$ cat config.mk
export PLATFORM = sky130hd
export DESIGN_NAME = tcc_timer
export DESIGN_NICKNAME = d
export VERILOG_FILES = /design/src/design/tcc_pkg.sv /design/src/design/tcc_edge_if.sv /design/src/design/tcc_input_filter.sv /design/src/design/tcc_timer.sv
export SDC_FILE = /design/constraint.sdc
export NUM_CORES = 1
export LEC_CHECK = 0
export BUFFER_PORTS_ARGS = -buffer_cell sky130_fd_sc_hd__buf_2
export CAP_MARGIN = 40
export CORE_MARGIN = 5
export CORE_UTILIZATION = 45
export CTS_CLUSTER_DIAMETER = 60
export DETAILED_ROUTE_END_ITERATION = 10
export GPL_TIMING_DRIVEN = 0
export SLEW_MARGIN = 20
export SYNTH_ARGS = -nofsm -noshare
export SYNTH_HDL_FRONTEND = slang
export SYNTH_HIERARCHICAL = 1
export SYNTH_SLANG_ARGS = --single-unit
$ cat constraint.sdc
create_clock -name clk_sys -period 12.01 [get_ports clk_sys]
set_clock_uncertainty 0.15 [all_clocks]
set_input_delay 0.6005 -clock clk_sys [delete_from_list [all_inputs] [get_ports clk_sys]]
set_output_delay 0.6005 -clock clk_sys [all_outputs]
set_load 0.01 [all_outputs]
$ cat src/design/tcc_pkg.sv
// constants for the 16-bit timer counter with input capture
// assumes an 8-bit register port and a timer tick supplied from outside
//
// What this block does
// - 16-bit up/down counter with clear; flags top and zero
// - high byte goes via shared temp; low read loads temp, low write commits
// - clock select zero stops the counter
// - counter stays readable and writable with or without ticks
// - cpu write beats clear, increment and decrement in the same cycle
// - counting follows four-bit mode field; overflow flag set per mode
// - qualified edge copies counter to capture register and sets flag
// - flag raises irq when enabled; cleared by service ack or written one
// - capture low read copies high byte into temp for later high read
// - capture register writable only in modes using it as top
// - comparator select switches trigger source; switch may capture
// - inputs synchronised; noise filter adds four cycles of delay
// - filter and edge detector idle in modes with capture as top
// - port driving the capture pin triggers capture like an edge
// - filter output changes only after four equal samples
// - filter enabled by control b bit, samples on system clock
// - new capture overwrites unread capture value
// - write high then low, read low then high; low access transfers
// - bottom is 0x0000, max 0xFFFF, top fixed or from register
// - one 8-bit temp register serves all 16-bit registers
package tcc_pkg;
    localparam logic [3:0] ADDR_CTRL_A     = 4'h0;
    localparam logic [3:0] ADDR_CTRL_B     = 4'h1;
    localparam logic [3:0] ADDR_COUNT_LOW  = 4'h2;
    localparam logic [3:0] ADDR_COUNT_HIGH = 4'h3;
    localparam logic [3:0] ADDR_CAPT_LOW   = 4'h4;
    localparam logic [3:0] ADDR_CAPT_HIGH  = 4'h5;
    localparam logic [3:0] ADDR_FLAGS      = 4'h6;
    localparam logic [3:0] ADDR_IRQ_MASK   = 4'h7;
    localparam logic [3:0] ADDR_CMP_CTRL   = 4'h8;
    // control a: mode bits 1:0; control b: clock select 2:0, mode 4:3,
    // edge select 6, filter enable 7
    localparam int         CSEL_LSB        = 0;
    localparam int         WGM_HI_LSB      = 3;
    localparam int         EDGE_BIT        = 6;
    localparam int         FILT_BIT        = 7;
    localparam int         OVF_BIT         = 0;
    localparam int         CAPT_BIT        = 5;
    localparam int         CMPSEL_BIT      = 2;
    localparam logic [7:0] CTRL_RESET      = 8'h00;
    localparam logic [15:0] BOTTOM_VALUE   = 16'h0000;
    localparam logic [15:0] MAX_VALUE      = 16'hFFFF;
    localparam int         FILT_SAMPLES    = 4;
    localparam logic [7:0] READ_NONE       = 8'h00;

    typedef enum logic {
        DIR_UP   = 1'b0,
        DIR_DOWN = 1'b1
    } tcc_dir_t;

    // modes 8, 10, 12, 14 take top from the capture register
    function automatic logic tcc_capt_is_top(input logic [3:0] wgm);
        return (wgm == 4'h8) || (wgm == 4'hA) || (wgm == 4'hC)
            || (wgm == 4'hE);
    endfunction

    function automatic logic [15:0] tcc_top(input logic [3:0] wgm,
                                            input logic [15:0] capt);
        unique case (wgm)
            4'h1, 4'h5:  return 16'h00FF;
            4'h2, 4'h6:  return 16'h01FF;
            4'h3, 4'h7:  return 16'h03FF;
            4'h8, 4'hA, 4'hC, 4'hE: return capt;
            default:     return 16'hFFFF;
        endcase
    endfunction

    // dual-slope modes count up then down
    function automatic logic tcc_dual_slope(input logic [3:0] wgm);
        return (wgm == 4'h1) || (wgm == 4'h2) || (wgm == 4'h3)
            || (wgm == 4'h8) || (wgm == 4'hA);
    endfunction
endpackage

$ cat src/design/tcc_edge_if.sv
// edge path carrier between the timer top and the input filter
// assumes one system clock shared by both ends
`timescale 1ns/100ps
interface tcc_edge_if;
    logic rawIn;
    logic filtEn;
    logic enable;
    logic level;

    modport ctrl
    (
        output rawIn,
        output filtEn,
        output enable,
        input  level
    );
    modport filt
    (
        input  rawIn,
        input  filtEn,
        input  enable,
        output level
    );
endinterface

$ cat src/design/tcc_input_filter.sv
// synchroniser and four-sample noise filter for the capture source
// assumes the source is synchronous-ish and sampled on clk_sys
`timescale 1ns/100ps
module tcc_input_filter
(
    input  wire logic clk_sys,
    input  wire logic reset,
    tcc_edge_if.filt  edgeBus
);
    logic [1:0] syncQ;
    logic [1:0] syncD;
    logic [3:0] histQ;
    logic [3:0] histD;
    logic       levelQ;
    logic       levelD;

    always_comb
    begin
        syncD  = {syncQ[0], edgeBus.rawIn};
        histD  = {histQ[2:0], syncQ[1]};
        levelD = levelQ;
        if (!edgeBus.enable)
            levelD = levelQ;
        else if (!edgeBus.filtEn)
            levelD = syncQ[1];
        else if (histQ == 4'hF)
            levelD = 1'b1;
        else if (histQ == 4'h0)
            levelD = 1'b0;
    end

    always_ff @(posedge clk_sys)
    begin
        if (reset)
        begin
            syncQ  <= 2'h0;
            histQ  <= 4'h0;
            levelQ <= 1'b0;
        end
        else
        begin
            syncQ  <= syncD;
            histQ  <= histD;
            levelQ <= levelD;
        end
    end

    assign edgeBus.level = levelQ;

    a_filter_four_equal: assert property (@(posedge clk_sys) disable iff
        (reset) (edgeBus.enable && edgeBus.filtEn && $changed(levelQ))
        |-> ($past(histQ) == {4{levelQ}}))
        else $error("filter changed without four equal samples");
endmodule // tcc_input_filter

$ cat src/design/tcc_timer.sv
// 16-bit timer counter with input capture and 8-bit register port
// assumes tick pulses come from an outside prescaler, one cycle each
`timescale 1ns/100ps
module tcc_timer
(
    input  wire logic       clk_sys,
    input  wire logic       reset,
    input  wire logic [3:0] regAddr,
    input  wire logic [7:0] regWrData,
    input  wire logic       regWrite,
    input  wire logic       regRead,
    output logic      [7:0] regRdData,
    input  wire logic       timerTick,
    input  wire logic       captureInputPin,
    input  wire logic       comparatorOutput,
    input  wire logic       captureIrqAck,
    output logic            captureIrq,
    output logic            overflowIrq,
    output logic            atTop,
    output logic            atBottom
);
    logic [7:0]  ctrlAQ, ctrlAD, ctrlBQ, ctrlBD, cmpCtrlQ, cmpCtrlD;
    logic [7:0]  maskQ, maskD, tempQ, tempD, rdQ, rdD;
    logic [15:0] countQ, countD, captQ, captD;
    logic        ovfQ, ovfD, captFlagQ, captFlagD;
    logic        dirQ, dirD, levelQ, levelD;
    logic        topQ, topD, botQ, botD, cIrqQ, cIrqD, oIrqQ, oIrqD;
    logic [3:0]  wgm;
    logic [15:0] topVal;
    logic        captEdge, flagWrite;
    tcc_edge_if  edgeBus();

    assign wgm    = {ctrlBQ[tcc_pkg::WGM_HI_LSB +: 2], ctrlAQ[1:0]};
    assign topVal = tcc_pkg::tcc_top(wgm, captQ);

    // source select; pin value includes whatever the port drives on it
    assign edgeBus.rawIn  = cmpCtrlQ[tcc_pkg::CMPSEL_BIT] ?
                            comparatorOutput : captureInputPin;
    assign edgeBus.filtEn = ctrlBQ[tcc_pkg::FILT_BIT];
    assign edgeBus.enable = !tcc_pkg::tcc_capt_is_top(wgm);

    tcc_input_filter uFilter
    (
        .clk_sys (clk_sys),
        .reset   (reset),
        .edgeBus (edgeBus)
    );

    // edge select one means rising edge
    assign captEdge = edgeBus.enable && (edgeBus.level != levelQ)
        && (edgeBus.level == ctrlBQ[tcc_pkg::EDGE_BIT]);
    assign flagWrite = regWrite && (regAddr == tcc_pkg::ADDR_FLAGS);

    always_comb
    begin
        ctrlAD   = ctrlAQ;
        ctrlBD   = ctrlBQ;
        cmpCtrlD = cmpCtrlQ;
        maskD    = maskQ;
        tempD    = tempQ;
        countD   = countQ;
        captD    = captQ;
        dirD     = dirQ;
        ovfD     = ovfQ;
        captFlagD = captFlagQ;
        levelD   = edgeBus.level;
        rdD      = tcc_pkg::READ_NONE;

        // counting on ticks only, stopped with clock select zero
        if (timerTick && ctrlBQ[tcc_pkg::CSEL_LSB +: 3] != 3'h0)
        begin
            if (tcc_pkg::tcc_dual_slope(wgm))
            begin
                if (dirQ == tcc_pkg::DIR_UP)
                begin
                    if (countQ >= topVal)
                    begin
                        dirD   = tcc_pkg::DIR_DOWN;
                        countD = countQ - 16'h0001;
                    end
                    else
                        countD = countQ + 16'h0001;
                end
                else if (countQ == tcc_pkg::BOTTOM_VALUE)
                begin
                    dirD   = tcc_pkg::DIR_UP;
                    countD = countQ + 16'h0001;
                    ovfD   = 1'b1;
                end
                else
                    countD = countQ - 16'h0001;
            end
            else if (countQ == topVal)
            begin
                countD = tcc_pkg::BOTTOM_VALUE;
                ovfD   = 1'b1;
            end
            else
                countD = countQ + 16'h0001;
        end

        if (captEdge)
        begin
            captD     = countQ;
        end

        if (flagWrite && regWrData[tcc_pkg::OVF_BIT])
            ovfD = 1'b0;
        if ((flagWrite && regWrData[tcc_pkg::CAPT_BIT]) || captureIrqAck)
            captFlagD = 1'b0;
        if (captEdge)
            captFlagD = 1'b1;

        if (regWrite)
        begin
            unique case (regAddr)
                tcc_pkg::ADDR_CTRL_A:    ctrlAD   = regWrData;
                tcc_pkg::ADDR_CTRL_B:    ctrlBD   = regWrData;
                tcc_pkg::ADDR_CMP_CTRL:  cmpCtrlD = regWrData;
                tcc_pkg::ADDR_IRQ_MASK:  maskD    = regWrData;
                tcc_pkg::ADDR_COUNT_HIGH,
                tcc_pkg::ADDR_CAPT_HIGH: tempD    = regWrData;
                tcc_pkg::ADDR_COUNT_LOW:
                    countD = {tempQ, regWrData};
                tcc_pkg::ADDR_CAPT_LOW:
                    if (tcc_pkg::tcc_capt_is_top(wgm))
                        captD = {tempQ, regWrData};
                default: ;
            endcase
        end
        else if (regRead)
        begin
            unique case (regAddr)
                tcc_pkg::ADDR_CTRL_A:   rdD = ctrlAQ;
                tcc_pkg::ADDR_CTRL_B:   rdD = ctrlBQ;
                tcc_pkg::ADDR_CMP_CTRL: rdD = cmpCtrlQ;
                tcc_pkg::ADDR_IRQ_MASK: rdD = maskQ;
                tcc_pkg::ADDR_FLAGS:
                    rdD = {2'h0, captFlagQ, 4'h0, ovfQ};
                tcc_pkg::ADDR_COUNT_LOW:
                begin
                    rdD   = countQ[7:0];
                    tempD = countQ[15:8];
                end
                tcc_pkg::ADDR_CAPT_LOW:
                begin
                    rdD   = captQ[7:0];
                    tempD = captQ[15:8];
                end
                tcc_pkg::ADDR_COUNT_HIGH,
                tcc_pkg::ADDR_CAPT_HIGH: rdD = tempQ;
                default: rdD = tcc_pkg::READ_NONE;
            endcase
        end

        topD  = (countD == topVal);
        botD  = (countD == tcc_pkg::BOTTOM_VALUE);
        cIrqD = captFlagD && maskD[tcc_pkg::CAPT_BIT];
        oIrqD = ovfD && maskD[tcc_pkg::OVF_BIT];
    end

    always_ff @(posedge clk_sys)
    begin
        if (reset)
        begin
            ctrlAQ    <= tcc_pkg::CTRL_RESET;
            ctrlBQ    <= tcc_pkg::CTRL_RESET;
            cmpCtrlQ  <= tcc_pkg::CTRL_RESET;
            maskQ     <= tcc_pkg::CTRL_RESET;
            tempQ     <= 8'h00;
            countQ    <= tcc_pkg::BOTTOM_VALUE;
            captQ     <= tcc_pkg::BOTTOM_VALUE;
            dirQ      <= tcc_pkg::DIR_UP;
            ovfQ      <= 1'b0;
            captFlagQ <= 1'b0;
            levelQ    <= 1'b0;
            rdQ       <= tcc_pkg::READ_NONE;
            topQ      <= 1'b0;
            botQ      <= 1'b1;
            cIrqQ     <= 1'b0;
            oIrqQ     <= 1'b0;
        end
        else
        begin
            ctrlAQ    <= ctrlAD;
            ctrlBQ    <= ctrlBD;
            cmpCtrlQ  <= cmpCtrlD;
            maskQ     <= maskD;
            tempQ     <= tempD;
            countQ    <= countD;
            captQ     <= captD;
            dirQ      <= dirD;
            ovfQ      <= ovfD;
            captFlagQ <= captFlagD;
            levelQ    <= levelD;
            rdQ       <= rdD;
            topQ      <= topD;
            botQ      <= botD;
            cIrqQ     <= cIrqD;
            oIrqQ     <= oIrqD;
        end
    end

    assign regRdData   = rdQ;
    assign captureIrq  = cIrqQ;
    assign overflowIrq = oIrqQ;
    assign atTop       = topQ;
    assign atBottom    = botQ;

    a_capture_copies_count: assert property (@(posedge clk_sys)
        disable iff (reset) (captEdge && !(regWrite
        && regAddr == tcc_pkg::ADDR_CAPT_LOW))
        |=> (captQ == $past(countQ)) && captFlagQ)
        else $error("capture did not store count and flag");
    a_write_beats_count: assert property (@(posedge clk_sys)
        disable iff (reset) (regWrite && regAddr == tcc_pkg::ADDR_COUNT_LOW)
        |=> countQ == {$past(tempQ), $past(regWrData)})
        else $error("count write lost to counting");
    a_stopped_holds: assert property (@(posedge clk_sys)
        disable iff (reset) (ctrlBQ[2:0] == 3'h0 && !regWrite)
        |=> countQ == $past(countQ))
        else $error("counter moved with no clock selected");
    a_no_tick_holds: assert property (@(posedge clk_sys)
        disable iff (reset) (!timerTick && !regWrite)
        |=> $stable(countQ))
        else $error("counter moved without a tick");
    a_low_read_temp: assert property (@(posedge clk_sys)
        disable iff (reset) (regRead && regAddr == tcc_pkg::ADDR_CAPT_LOW)
        ##2 (regRead && regAddr == tcc_pkg::ADDR_CAPT_HIGH)
        |=> regRdData == $past(captQ[15:8], 3))
        else $error("capture high byte not from temp");
    a_capt_write_gate: assert property (@(posedge clk_sys)
        disable iff (reset) (regWrite && regAddr == tcc_pkg::ADDR_CAPT_LOW
        && !tcc_pkg::tcc_capt_is_top(wgm) && !captEdge)
        |=> $stable(captQ))
        else $error("capture written outside top modes");
    a_flag_clear_one: assert property (@(posedge clk_sys)
        disable iff (reset) (captFlagQ && captureIrqAck && !captEdge)
        |=> !captFlagQ)
        else $error("capture flag not cleared on service");
    a_irq_follows_flag: assert property (@(posedge clk_sys)
        disable iff (reset) captureIrq
        |-> $past(captFlagD) && $past(maskD[tcc_pkg::CAPT_BIT]))
        else $error("capture irq without enabled flag");
    a_no_edge_top_mode: assert property (@(posedge clk_sys)
        disable iff (reset) (tcc_pkg::tcc_capt_is_top(wgm)
        && $past(tcc_pkg::tcc_capt_is_top(wgm))) |-> $stable(edgeBus.level))
        else $error("capture edge in capture-top mode");
endmodule // tcc_timer

# Word-level counts from Yosys, hierarchy flattened
# Cells that the tools add are included.
[op_classes]
reduce_logical = 37
n_eq_ne = 25
bitwise = 2
addsub = 2
n_lt_le_gt_ge = 1
mux = 35
[ops]
columns = ["operator", "n"]
rows = [
  ["$mux 16", 12],
  ["$pmux 16 s4", 1],
  ["$pmux 8 s8", 1],
  ["$eq 16x16->1", 2],
  ["$logic_not 16->1", 2],
  ["$eq 4x3->1 const B", 7],
  ["$eq 4x4->1 const B", 6],
  ["$mux 8", 3],
  ["$add 16x1->16 const B", 1],
  ["$eq 4x2->1 const B", 4],
  ["$ge 16x16->1", 1],
  ["$pmux 8 s2", 1],
  ["$sub 16x1->16 const B", 1],
  ["$mux 1", 15],
  ["$mux 6", 2],
  ["$reduce_and 2->1", 6],
  ["$eq 4x1->1 const B", 2],
  ["$logic_and 1x1->1", 8],
  ["$logic_not 4->1", 2],
  ["$logic_or 1x1->1", 8],
  ["$reduce_or 2->1", 4],
  ["$reduce_bool 3->1", 2],
  ["$reduce_or 4->1", 1],
  ["$ne 3x1->1 const B", 1],
  ["8 further kinds", 9],
]
[word_totals]
register_bits = 95
elab_cells = 122
in_bits = 20

# Longest topological paths before layout
# Gate-level depths: netlist (run 1).
[logic_depth]
depth_word = 11
mapped_depth = 17

# Cells and area by module
# Netlist (run 1), hierarchy kept.
[by_module_without_submodules]
columns = ["module", "instances", "seq_area_each_um2", "area_per_inst_um2", "cells_each"]
rows = [
  ["tcc_timer", 1, 1761.7, 6164.7, 811],
  ["tcc_input_filter", 1, 140.1, 234.0, 20],
]

# Least setup slack after synthesis (run 1)
# OpenSTA, ideal clock, no wires.
[synth_timing]
path_type = "reg2reg"
from = "register ctrlAQ[0]"
to = "register topQ, in the netlist atTop"
path_buffers = 3
slack_ps = 8049
path_stages_with_launch = 16
setup_time_ps = 61
t_arrival_ps = 3750
path_cell_list = "dfxtp_1 -> nand2b_1 -> clkbuf_1 -> o21ai_0 -> ha_1 -> nand4_1 -> a2111o_1 -> and4_1 -> clkbuf_4 -> clkbuf_1 -> o31ai_1 -> o221ai_1 -> xor2_1 -> a2111o_1 -> nor4_1 -> and4_1"
[synth_via]
elab_chain_cells = 11
[synth_lines]
columns = ["element", "line", "text"]
rows = [
  ["start: declaration", "tcc_timer.sv:22", "logic [7:0] ctrlAQ, ctrlAD, ctrlBQ, ctrlBD, cmpCtrlQ, cmpCtrlD;"],
  ["start signal: assignment", "tcc_timer.sv:166", "ctrlAQ <= tcc_pkg::CTRL_RESET;"],
  ["start signal: assignment", "tcc_timer.sv:185", "ctrlAQ <= ctrlAD;"],
  ["$eq 4x4->1 (tied with other cells)", "tcc_pkg.sv:63, tcc_pkg.sv:75", ""],
  ["$reduce_or 4->1 / $reduce_or 2->1 (equally long branches)", "tcc_pkg.sv:63", "unique case (wgm)"],
  ["$pmux 16 s4", "tcc_pkg.sv:63", ""],
  ["$ge 16x16->1", "tcc_timer.sv:76", "if (countQ >= topVal)"],
  ["$mux 16", "tcc_timer.sv:76", ""],
  ["$mux 16", "tcc_timer.sv:74", "if (dirQ == tcc_pkg::DIR_UP)"],
  ["$mux 16", "tcc_timer.sv:72", "if (tcc_pkg::tcc_dual_slope(wgm))"],
  ["$mux 16", "tcc_timer.sv:70", "if (timerTick && ctrlBQ[tcc_pkg::CSEL_LSB +: 3] != 3'h0)"],
  ["$mux 16", "tcc_timer.sv:116", "unique case (regAddr)"],
  ["$mux 16", "tcc_timer.sv:114", "if (regWrite)"],
  ["$eq 16x16->1 (*)", "tcc_timer.sv:156", "topD = (countD == topVal);"],
  ["end signal: assignment", "tcc_timer.sv:197", "topQ <= topD;"],
  ["end: declaration", "tcc_timer.sv:27", "logic topQ, topD, botQ, botD, cIrqQ, cIrqD, oIrqQ, oIrqD;"],
]
# Every way passes the cells marked *; elsewhere a longest branch is shown, timed or not.
# A chain may end at the register's enable or synchronous reset.

# Worst setup path after layout (run 1)
# Ends and elaborated chain as after synthesis.

==> results.yml, run 1 <==
timing:
  finalHoldViolCount: 0
  relSlewSlack: 0.381
  min_period_over_period: 0.460
  worst_slew_pin_slew_ns: 0.919
  min_period_ns: 5.52
  setup_viol: 0
  drv_slew: 0
  fmaxAchievable_mhz: 181
  tns_ns: 0
  rsz0062_at_grt: "no"
layout:
  drive_above_1_share: 0.0823
  areaGrowthSynthToFinish_pct: 10.9
  nNetsFinal: 909
  multi_input_area_mm2: 0.00417
  final_util: 0.509
  n_antenna_cell: 0
  fillers: 1421
  seq_area_mm2: 0.00190
synth:
  syn_area_mm2: 0.00640
  async_flop_share: 0
  synth_flop_cell: "dfxtp_1"
  ys_seq_elements: 95
  ys_warn_count: 6
  synth_top_area_frac: 0.297
  synth_area_leader_cell: "dfxtp_1"
  synth.avg_cell_area_um2: 7.70
  synth_edf_count: 0
  synth_nets: 870
  synth_cell_types: 74
  synth-seq-area-share: 0.297
  netlist_instances: 831
  synth_most_common_cell: "dfxtp_1"
  netlist_top_cells_count: "dfxtp_1, nor2_1, nand2_1, a21oi_1, clkbuf_1"
  synth_area_leaders: "dfxtp_1, mux2i_1, a21oi_1"
routing:
  routed_wl_um: 26300
  viasPerCell: 6.63
  dr.pass1.iters: 7
  drc: 0
  drt_iter0_drc: 1032
  ant_nets: 0
  wl_per_cell_um: 24.9
  route.vias.total: 6997
job:
  max-cap-violations: 0
power_and_ir_drop:
  power_frac_seq: 0.430
  pwr-share-clk: 0.411
  comb_power_share: 0.159
  power_switching_uw: 232
  p_total_uw: 765
  leakage_nw: 2.66
  p_int_uw: 533
  irDropWorstVdd_mv: 0.0823
  pwr_density_cell_mw_per_mm2: 108
  switching_share: 0.303
critical_path:
  r2r_setup_slack_ns: 6.49
  startpoint: "ctrlAQ[0]"
  rr_endpoint: "atTop"
  cp-start-kind: "register"
  cp.arrival_ns: 5.67
  reg2reg_depth: 16
  r2r-start: "ctrlAQ[0]"
  worstSetupEndpointType: "register"
  worstPathRequired_ns: 12.16
  path_class: "reg2reg"
  worstSetupEndpoint: "atTop"
  worstPathMaxFanout: 12
clocking:
  clk_path_buf_depth: 2
  post_cts_resized: 0
  clk_pin_slew_ns: 0.08
  htreeDepth: 3
  clockRootBuffer: "clkbuf_16"
  cts_sinks: 95
  numCtsBuffers: 9
  post_cts_buffers: 0
  clk_latency_ns: 0.35
  ctsHoldBuffers: 0
  cts_tree: "yes"
run_status:
  status: "finished, final reports clean"
placed_design:
  portBuffers: 21
  place.gp.congestion: 0.996
  hpwl_um: 20100
global_routing:
  grt_pass1_wl_um: 39800
  antenna_found_initial: 0
  grt_max_degree: 18
  grt.total_usage: 0.315
  overflow: 0
  grt_pass1_vias: 6496
min_path:
  hold_path_class: "reg2reg"
floorplanning:
  fp.dieW_um: 129
  num_io_pins: 32
  core-area_mm2: 0.0139
  die_area_mm2: 0.0167
  die_y_um: 129
  rows: 43
  initial_core_util: 0.459
-- flip-flops by register name, summed over array words and instances, names as in the netlist --
name / cells
atBottom: 1
atTop: 1
captFlagQ: 1
captQ: 16
captureIrq: 1
cmpCtrlQ: 8
countQ: 16
ctrlAQ: 8
ctrlBQ: 8
dirQ: 1
levelQ: 1
maskQ: 8
overflowIrq: 1
ovfQ: 1
regRdData: 8
tempQ: 8
uFilter/edgeBus.level: 1
uFilter/histQ: 4
uFilter/syncQ: 2
-- critical path, stage by stage, from the launching register on --
cell and delay [ns]:
dfxtp_1 0.40, nand2b_1 0.26, clkbuf_1 0.55, o21ai_0 0.41, ha_1 0.41, nand4_1 0.17
nor3_1 0.10, o31ai_1 0.26, and4_1 0.26, clkbuf_4 0.20, clkbuf_1 0.47, o31ai_1 0.18
o221ai_1 0.54, xor2_1 0.15, a2111o_1 0.44, nor4_1 0.26, and4_1 0.24
-- kinds of logic (layout without fill, tap and decap cells) --
logic type / Yosys count / after routing / synth area share
AND/OR/NAND/NOR: 332 / 332 / 0.266
buffers and inverters: 82 / 126 / 0.0530
flip-flops: 95 / 95 / 0.297
adder cells (fa/ha/maj): 19 / 19 / 0.0372
XOR/XNOR: 23 / 23 / 0.0315
AO/OA/AOI/OAI: 227 / 227 / 0.232
multiplexers: 53 / 53 / 0.0833
-- power groups by stage --
stage	clock network [mW]	logic, mW	registers, mW
floorplan	0	0.0805	0.332
global placement	0	0.116	0.335
detailed placement	0	0.117	0.335
CTS	0.315	0.117	0.328
global route	0.327	0.131	0.329
finish	0.314	0.122	0.329
-- cell type report --
| type | instances | share of cell area |
|---|---|---|
| multi-input combinational | 654 | 0.588 |
| sequential | 95 | 0.268 |
| buffer | 72 | 0.0425 |
| clock buffer | 10 | 0.0337 |
| tap | 180 | 0.0317 |
| timing repair buffer | 28 | 0.0203 |
| clock inverter | 6 | 0.0108 |
| inverter | 10 | 0.00529 |
-- layer usage --
metal | share of wire | global-route usage | up-vias
met2 | 0.42 | 0.458 | 473
met1 | 0.42 | 0.447 | 3346
li1 | - | - | 3121
met3 | 0.12 | 0.0903 | 57
met4 | 0.030 | 0.107 | 0
met5 | 0 | 0 | -
-- placed cells by master (no fill, tap or decap), types with 5 or more instances in the layout --
cell type and instances:
o21ai_0 48, o31ai_1 6, mux2i_1 51, xor2_1 10, a31oi_1 6, nand3_1 41
or3_1 6, inv_1 10, nor3_1 16, dfxtp_1 95, nand2b_1 11, nor3b_1 9
a221oi_1 9, nor2b_1 20, buf_1 6, ha_1 19, clkbuf_16 9, nand4_1 12
nand2_1 77, clkbuf_1 59, a211oi_1 24, nor4_1 11, nor2_1 89, xnor2_1 13
buf_2 28, a21oi_1 68, o211ai_1 5, a22oi_1 7
-- stage by stage --
step	cell area, um^2	hold slack (ns)	instances	setup WS [ns]
after floorplan	6400	0.264	831	8.05
after global placement	6730	0.281	1032	6.15
after detailed placement	6770	0.280	1037	6.47
after CTS	7080	0.296	1053	6.41
after global routing	7090	0.307	1055	6.20
final	7090	0.301	1055	6.49
-- worst min path at each step --
stage	start	endpoint	cells past startpoint
after detailed placement	uFilter/syncQ[0]	uFilter/syncQ[1]	1
after global routing	uFilter/syncQ[0]	uFilter/syncQ[1]	1
after floorplan	uFilter/syncQ[0]	uFilter/syncQ[1]	1
after global placement	uFilter/syncQ[0]	uFilter/syncQ[1]	1
after CTS	uFilter/syncQ[0]	uFilter/syncQ[1]	1
final	uFilter/syncQ[0]	uFilter/syncQ[1]	1
Note: power is estimated with default switching activity, not from simulation.
==> inputs of run 2 (changes only) <==
--- a/config.mk
+++ b/config.mk
@@ -5,6 +5,7 @@
 export SDC_FILE = /design/constraint.sdc
 export NUM_CORES = 1
 export LEC_CHECK = 0
+export ABC_AREA = 1
 export BUFFER_PORTS_ARGS = -buffer_cell sky130_fd_sc_hd__buf_2
 export CAP_MARGIN = 40
 export CORE_MARGIN = 5
==> constraint.sdc (replaced) <==
create_clock -name clk_sys -period 5 [get_ports clk_sys]
set_clock_uncertainty 0.15 [all_clocks]
set_input_delay 0.25 -clock clk_sys [delete_from_list [all_inputs] [get_ports clk_sys]]
set_output_delay 0.25 -clock clk_sys [all_outputs]
set_load 0.01 [all_outputs]
==> results.yml, run 2 <==
synth:
  synth_most_common_cell: "nand2_1"
  synth-seq-area-share: 0.300
  async_flop_share: 0
  netlist_instances: 982
  synth_flop_cell: "dfxtp_1"
  syn_area_mm2: 0.00635
  synth.avg_cell_area_um2: 6.47
  synth_edf_count: 0
  synth_top_area_frac: 0.300
  netlist_top_cells_count: "nand2_1, inv_1, o21ai_0, dfxtp_1, nor2_1"
  synth_area_leader_cell: "dfxtp_1"
  synth_area_leaders: "dfxtp_1, nand2_1, o21ai_0"
  synth_nets: 1021
  synth_cell_types: 51
  ys_seq_elements: 95
  ys_warn_count: 6
layout:
  n_antenna_cell: 0
  drive_above_1_share: 0.109
  final_cell_mix: "nand2_1, inv_1, o21ai_0, dfxtp_1, nor2_1"
  nNetsFinal: 1062
  areaGrowthSynthToFinish_pct: 10.4
  layout.cells.non_filler: 1207
  largestRegisters: "captQ: 16 flops, countQ: 16 flops"
  mostFrequentLayoutCell: "nand2_1"
critical_path:
  path_class: "reg2reg"
  worstSetupEndpointType: "register"
  cp.arrival_ns: 4.40
  cp-start-kind: "register"
  worstPathMaxFanout: 11
  worstPathRequired_ns: 5.13
clocking:
  cts_tree: "yes"
  post_cts_resized: 0
  clk_path_buf_depth: 2
  clk_latency_ns: 0.35
  clk_pin_slew_ns: 0.07
  htreeDepth: 3
  cts_sinks: 95
  clockRootBuffer: "clkbuf_16"
  ctsHoldBuffers: 0
  post_cts_buffers: 0
  numCtsBuffers: 9
timing:
  tns_ns: 0
  setup_viol: 0
  worst_slew_pin_slew_ns: 0.813
  fmaxAchievable_mhz: 234
  relSlewSlack: 0.458
  min_period_ns: 4.27
  min_period_over_period: 0.854
  holdWs_ns: 0.0316
  finalHoldViolCount: 0
  drv_slew: 0
  rsz0062_at_grt: "no"
routing:
  drt_iter0_drc: 612
  ant_nets: 0
  routed_wl_um: 21800
  dr.pass1.iters: 5
  drc: 0
  viasPerCell: 5.48
  route.vias.total: 6617
  wl_per_cell_um: 18.1
floorplanning:
  fp.dieW_um: 129
  die_y_um: 129
  core-area_mm2: 0.0139
  initial_core_util: 0.457
  num_io_pins: 32
  die_area_mm2: 0.0166
  rows: 43
placed_design:
  place.gp.congestion: 0.918
  hpwl_um: 17100
  portBuffers: 30
  dp.cells: 1192
global_routing:
  antenna_found_initial: 0
  grt_pass1_wl_um: 34300
  grt_pass1_vias: 6264
  overflow: 0
  grt.total_usage: 0.270
  grt_max_degree: 16
power_and_ir_drop:
  leakage_nw: 3.17
  pwr_density_cell_mw_per_mm2: 254
  p_total_mw: 1.78
  irDropWorstVdd_mv: 0.154
min_path:
  hold_path_class: "in2reg"
job:
  max-cap-violations: 0
run_status:
  status: "finished, final reports clean"
[run 2: worst paths after layout]
kind                                        from          endpoint  slack (ns)  cells past startpoint
worst min-delay path                       reset  uFilter/histQ[3]        0.03                      2
worst max register to register         ctrlAQ[0]          atBottom        0.73                     23
worst min register to register  uFilter/syncQ[0]  uFilter/syncQ[1]        0.26                      2
worst max-delay path                   ctrlAQ[0]          atBottom        0.73                     23
[run 2: critical path: stages, from the launching register on]
cell	delay, ns
dfxtp_1	0.40
inv_2	0.07
nand2_1	0.09
clkbuf_1	0.52
buf_2	0.38
o21ai_0	0.20
ha_1	0.37
nand2_1	0.10
nor2_4	0.15
nand3_2	0.12
o21ai_2	0.17
nor2_4	0.07
nand2_8	0.09
nand3_4	0.11
buf_6	0.18
nand2_1	0.08
o211ai_2	0.08
nand3_1	0.12
nand2_1	0.10
nor2_1	0.11
nand2_1	0.06
nor2_1	0.25
nand2_1	0.12
nand2_1	0.08
[run 2: through the flow]
step                      setup slack [ns]  cell area (um^2)   util
after detailed placement             0.794              6730  0.484
after CTS                            0.761              7010  0.505
after global placement               0.828              6730  0.484
after global routing                 0.474              7010  0.505
after floorplan                       1.89              6350      -
final                                0.731              7010  0.505
[run 2: layer usage]
metal  vias to the layer above  global-route usage  wire length [um]
li1                       3306                   -                 -
met1                      2980               0.355              9280
met4                         0               0.118               842
met5                         -                   0                 0
met2                       277               0.447             10200
met3                        54              0.0307              1520
[run 2: cell families after synthesis]
group,synth area share
mux,0.00158
compound gates,0.221
simple gates,0.303
buf+inv,0.119
fa+ha+maj,0.0374
xor+xnor,0.0179
flops,0.300
[run 2: area by class of cell]
type	count	area [um^2]
inverter	142	533
tap	180	225
timing repair buffer	30	150
sequential	95	1900
clock inverter	4	30.0
buffer	40	224
multi-input combinational	705	3690
clock buffer	11	253
fill	1511	6870
[run 2: where the power goes]
group,internal (mW),switching (mW),leakage [nW]
combinational,0.101,0.216,2.26
sequential,0.776,0.0189,0.769
clock,0.364,0.303,0.138
total,1.24,0.537,3.17
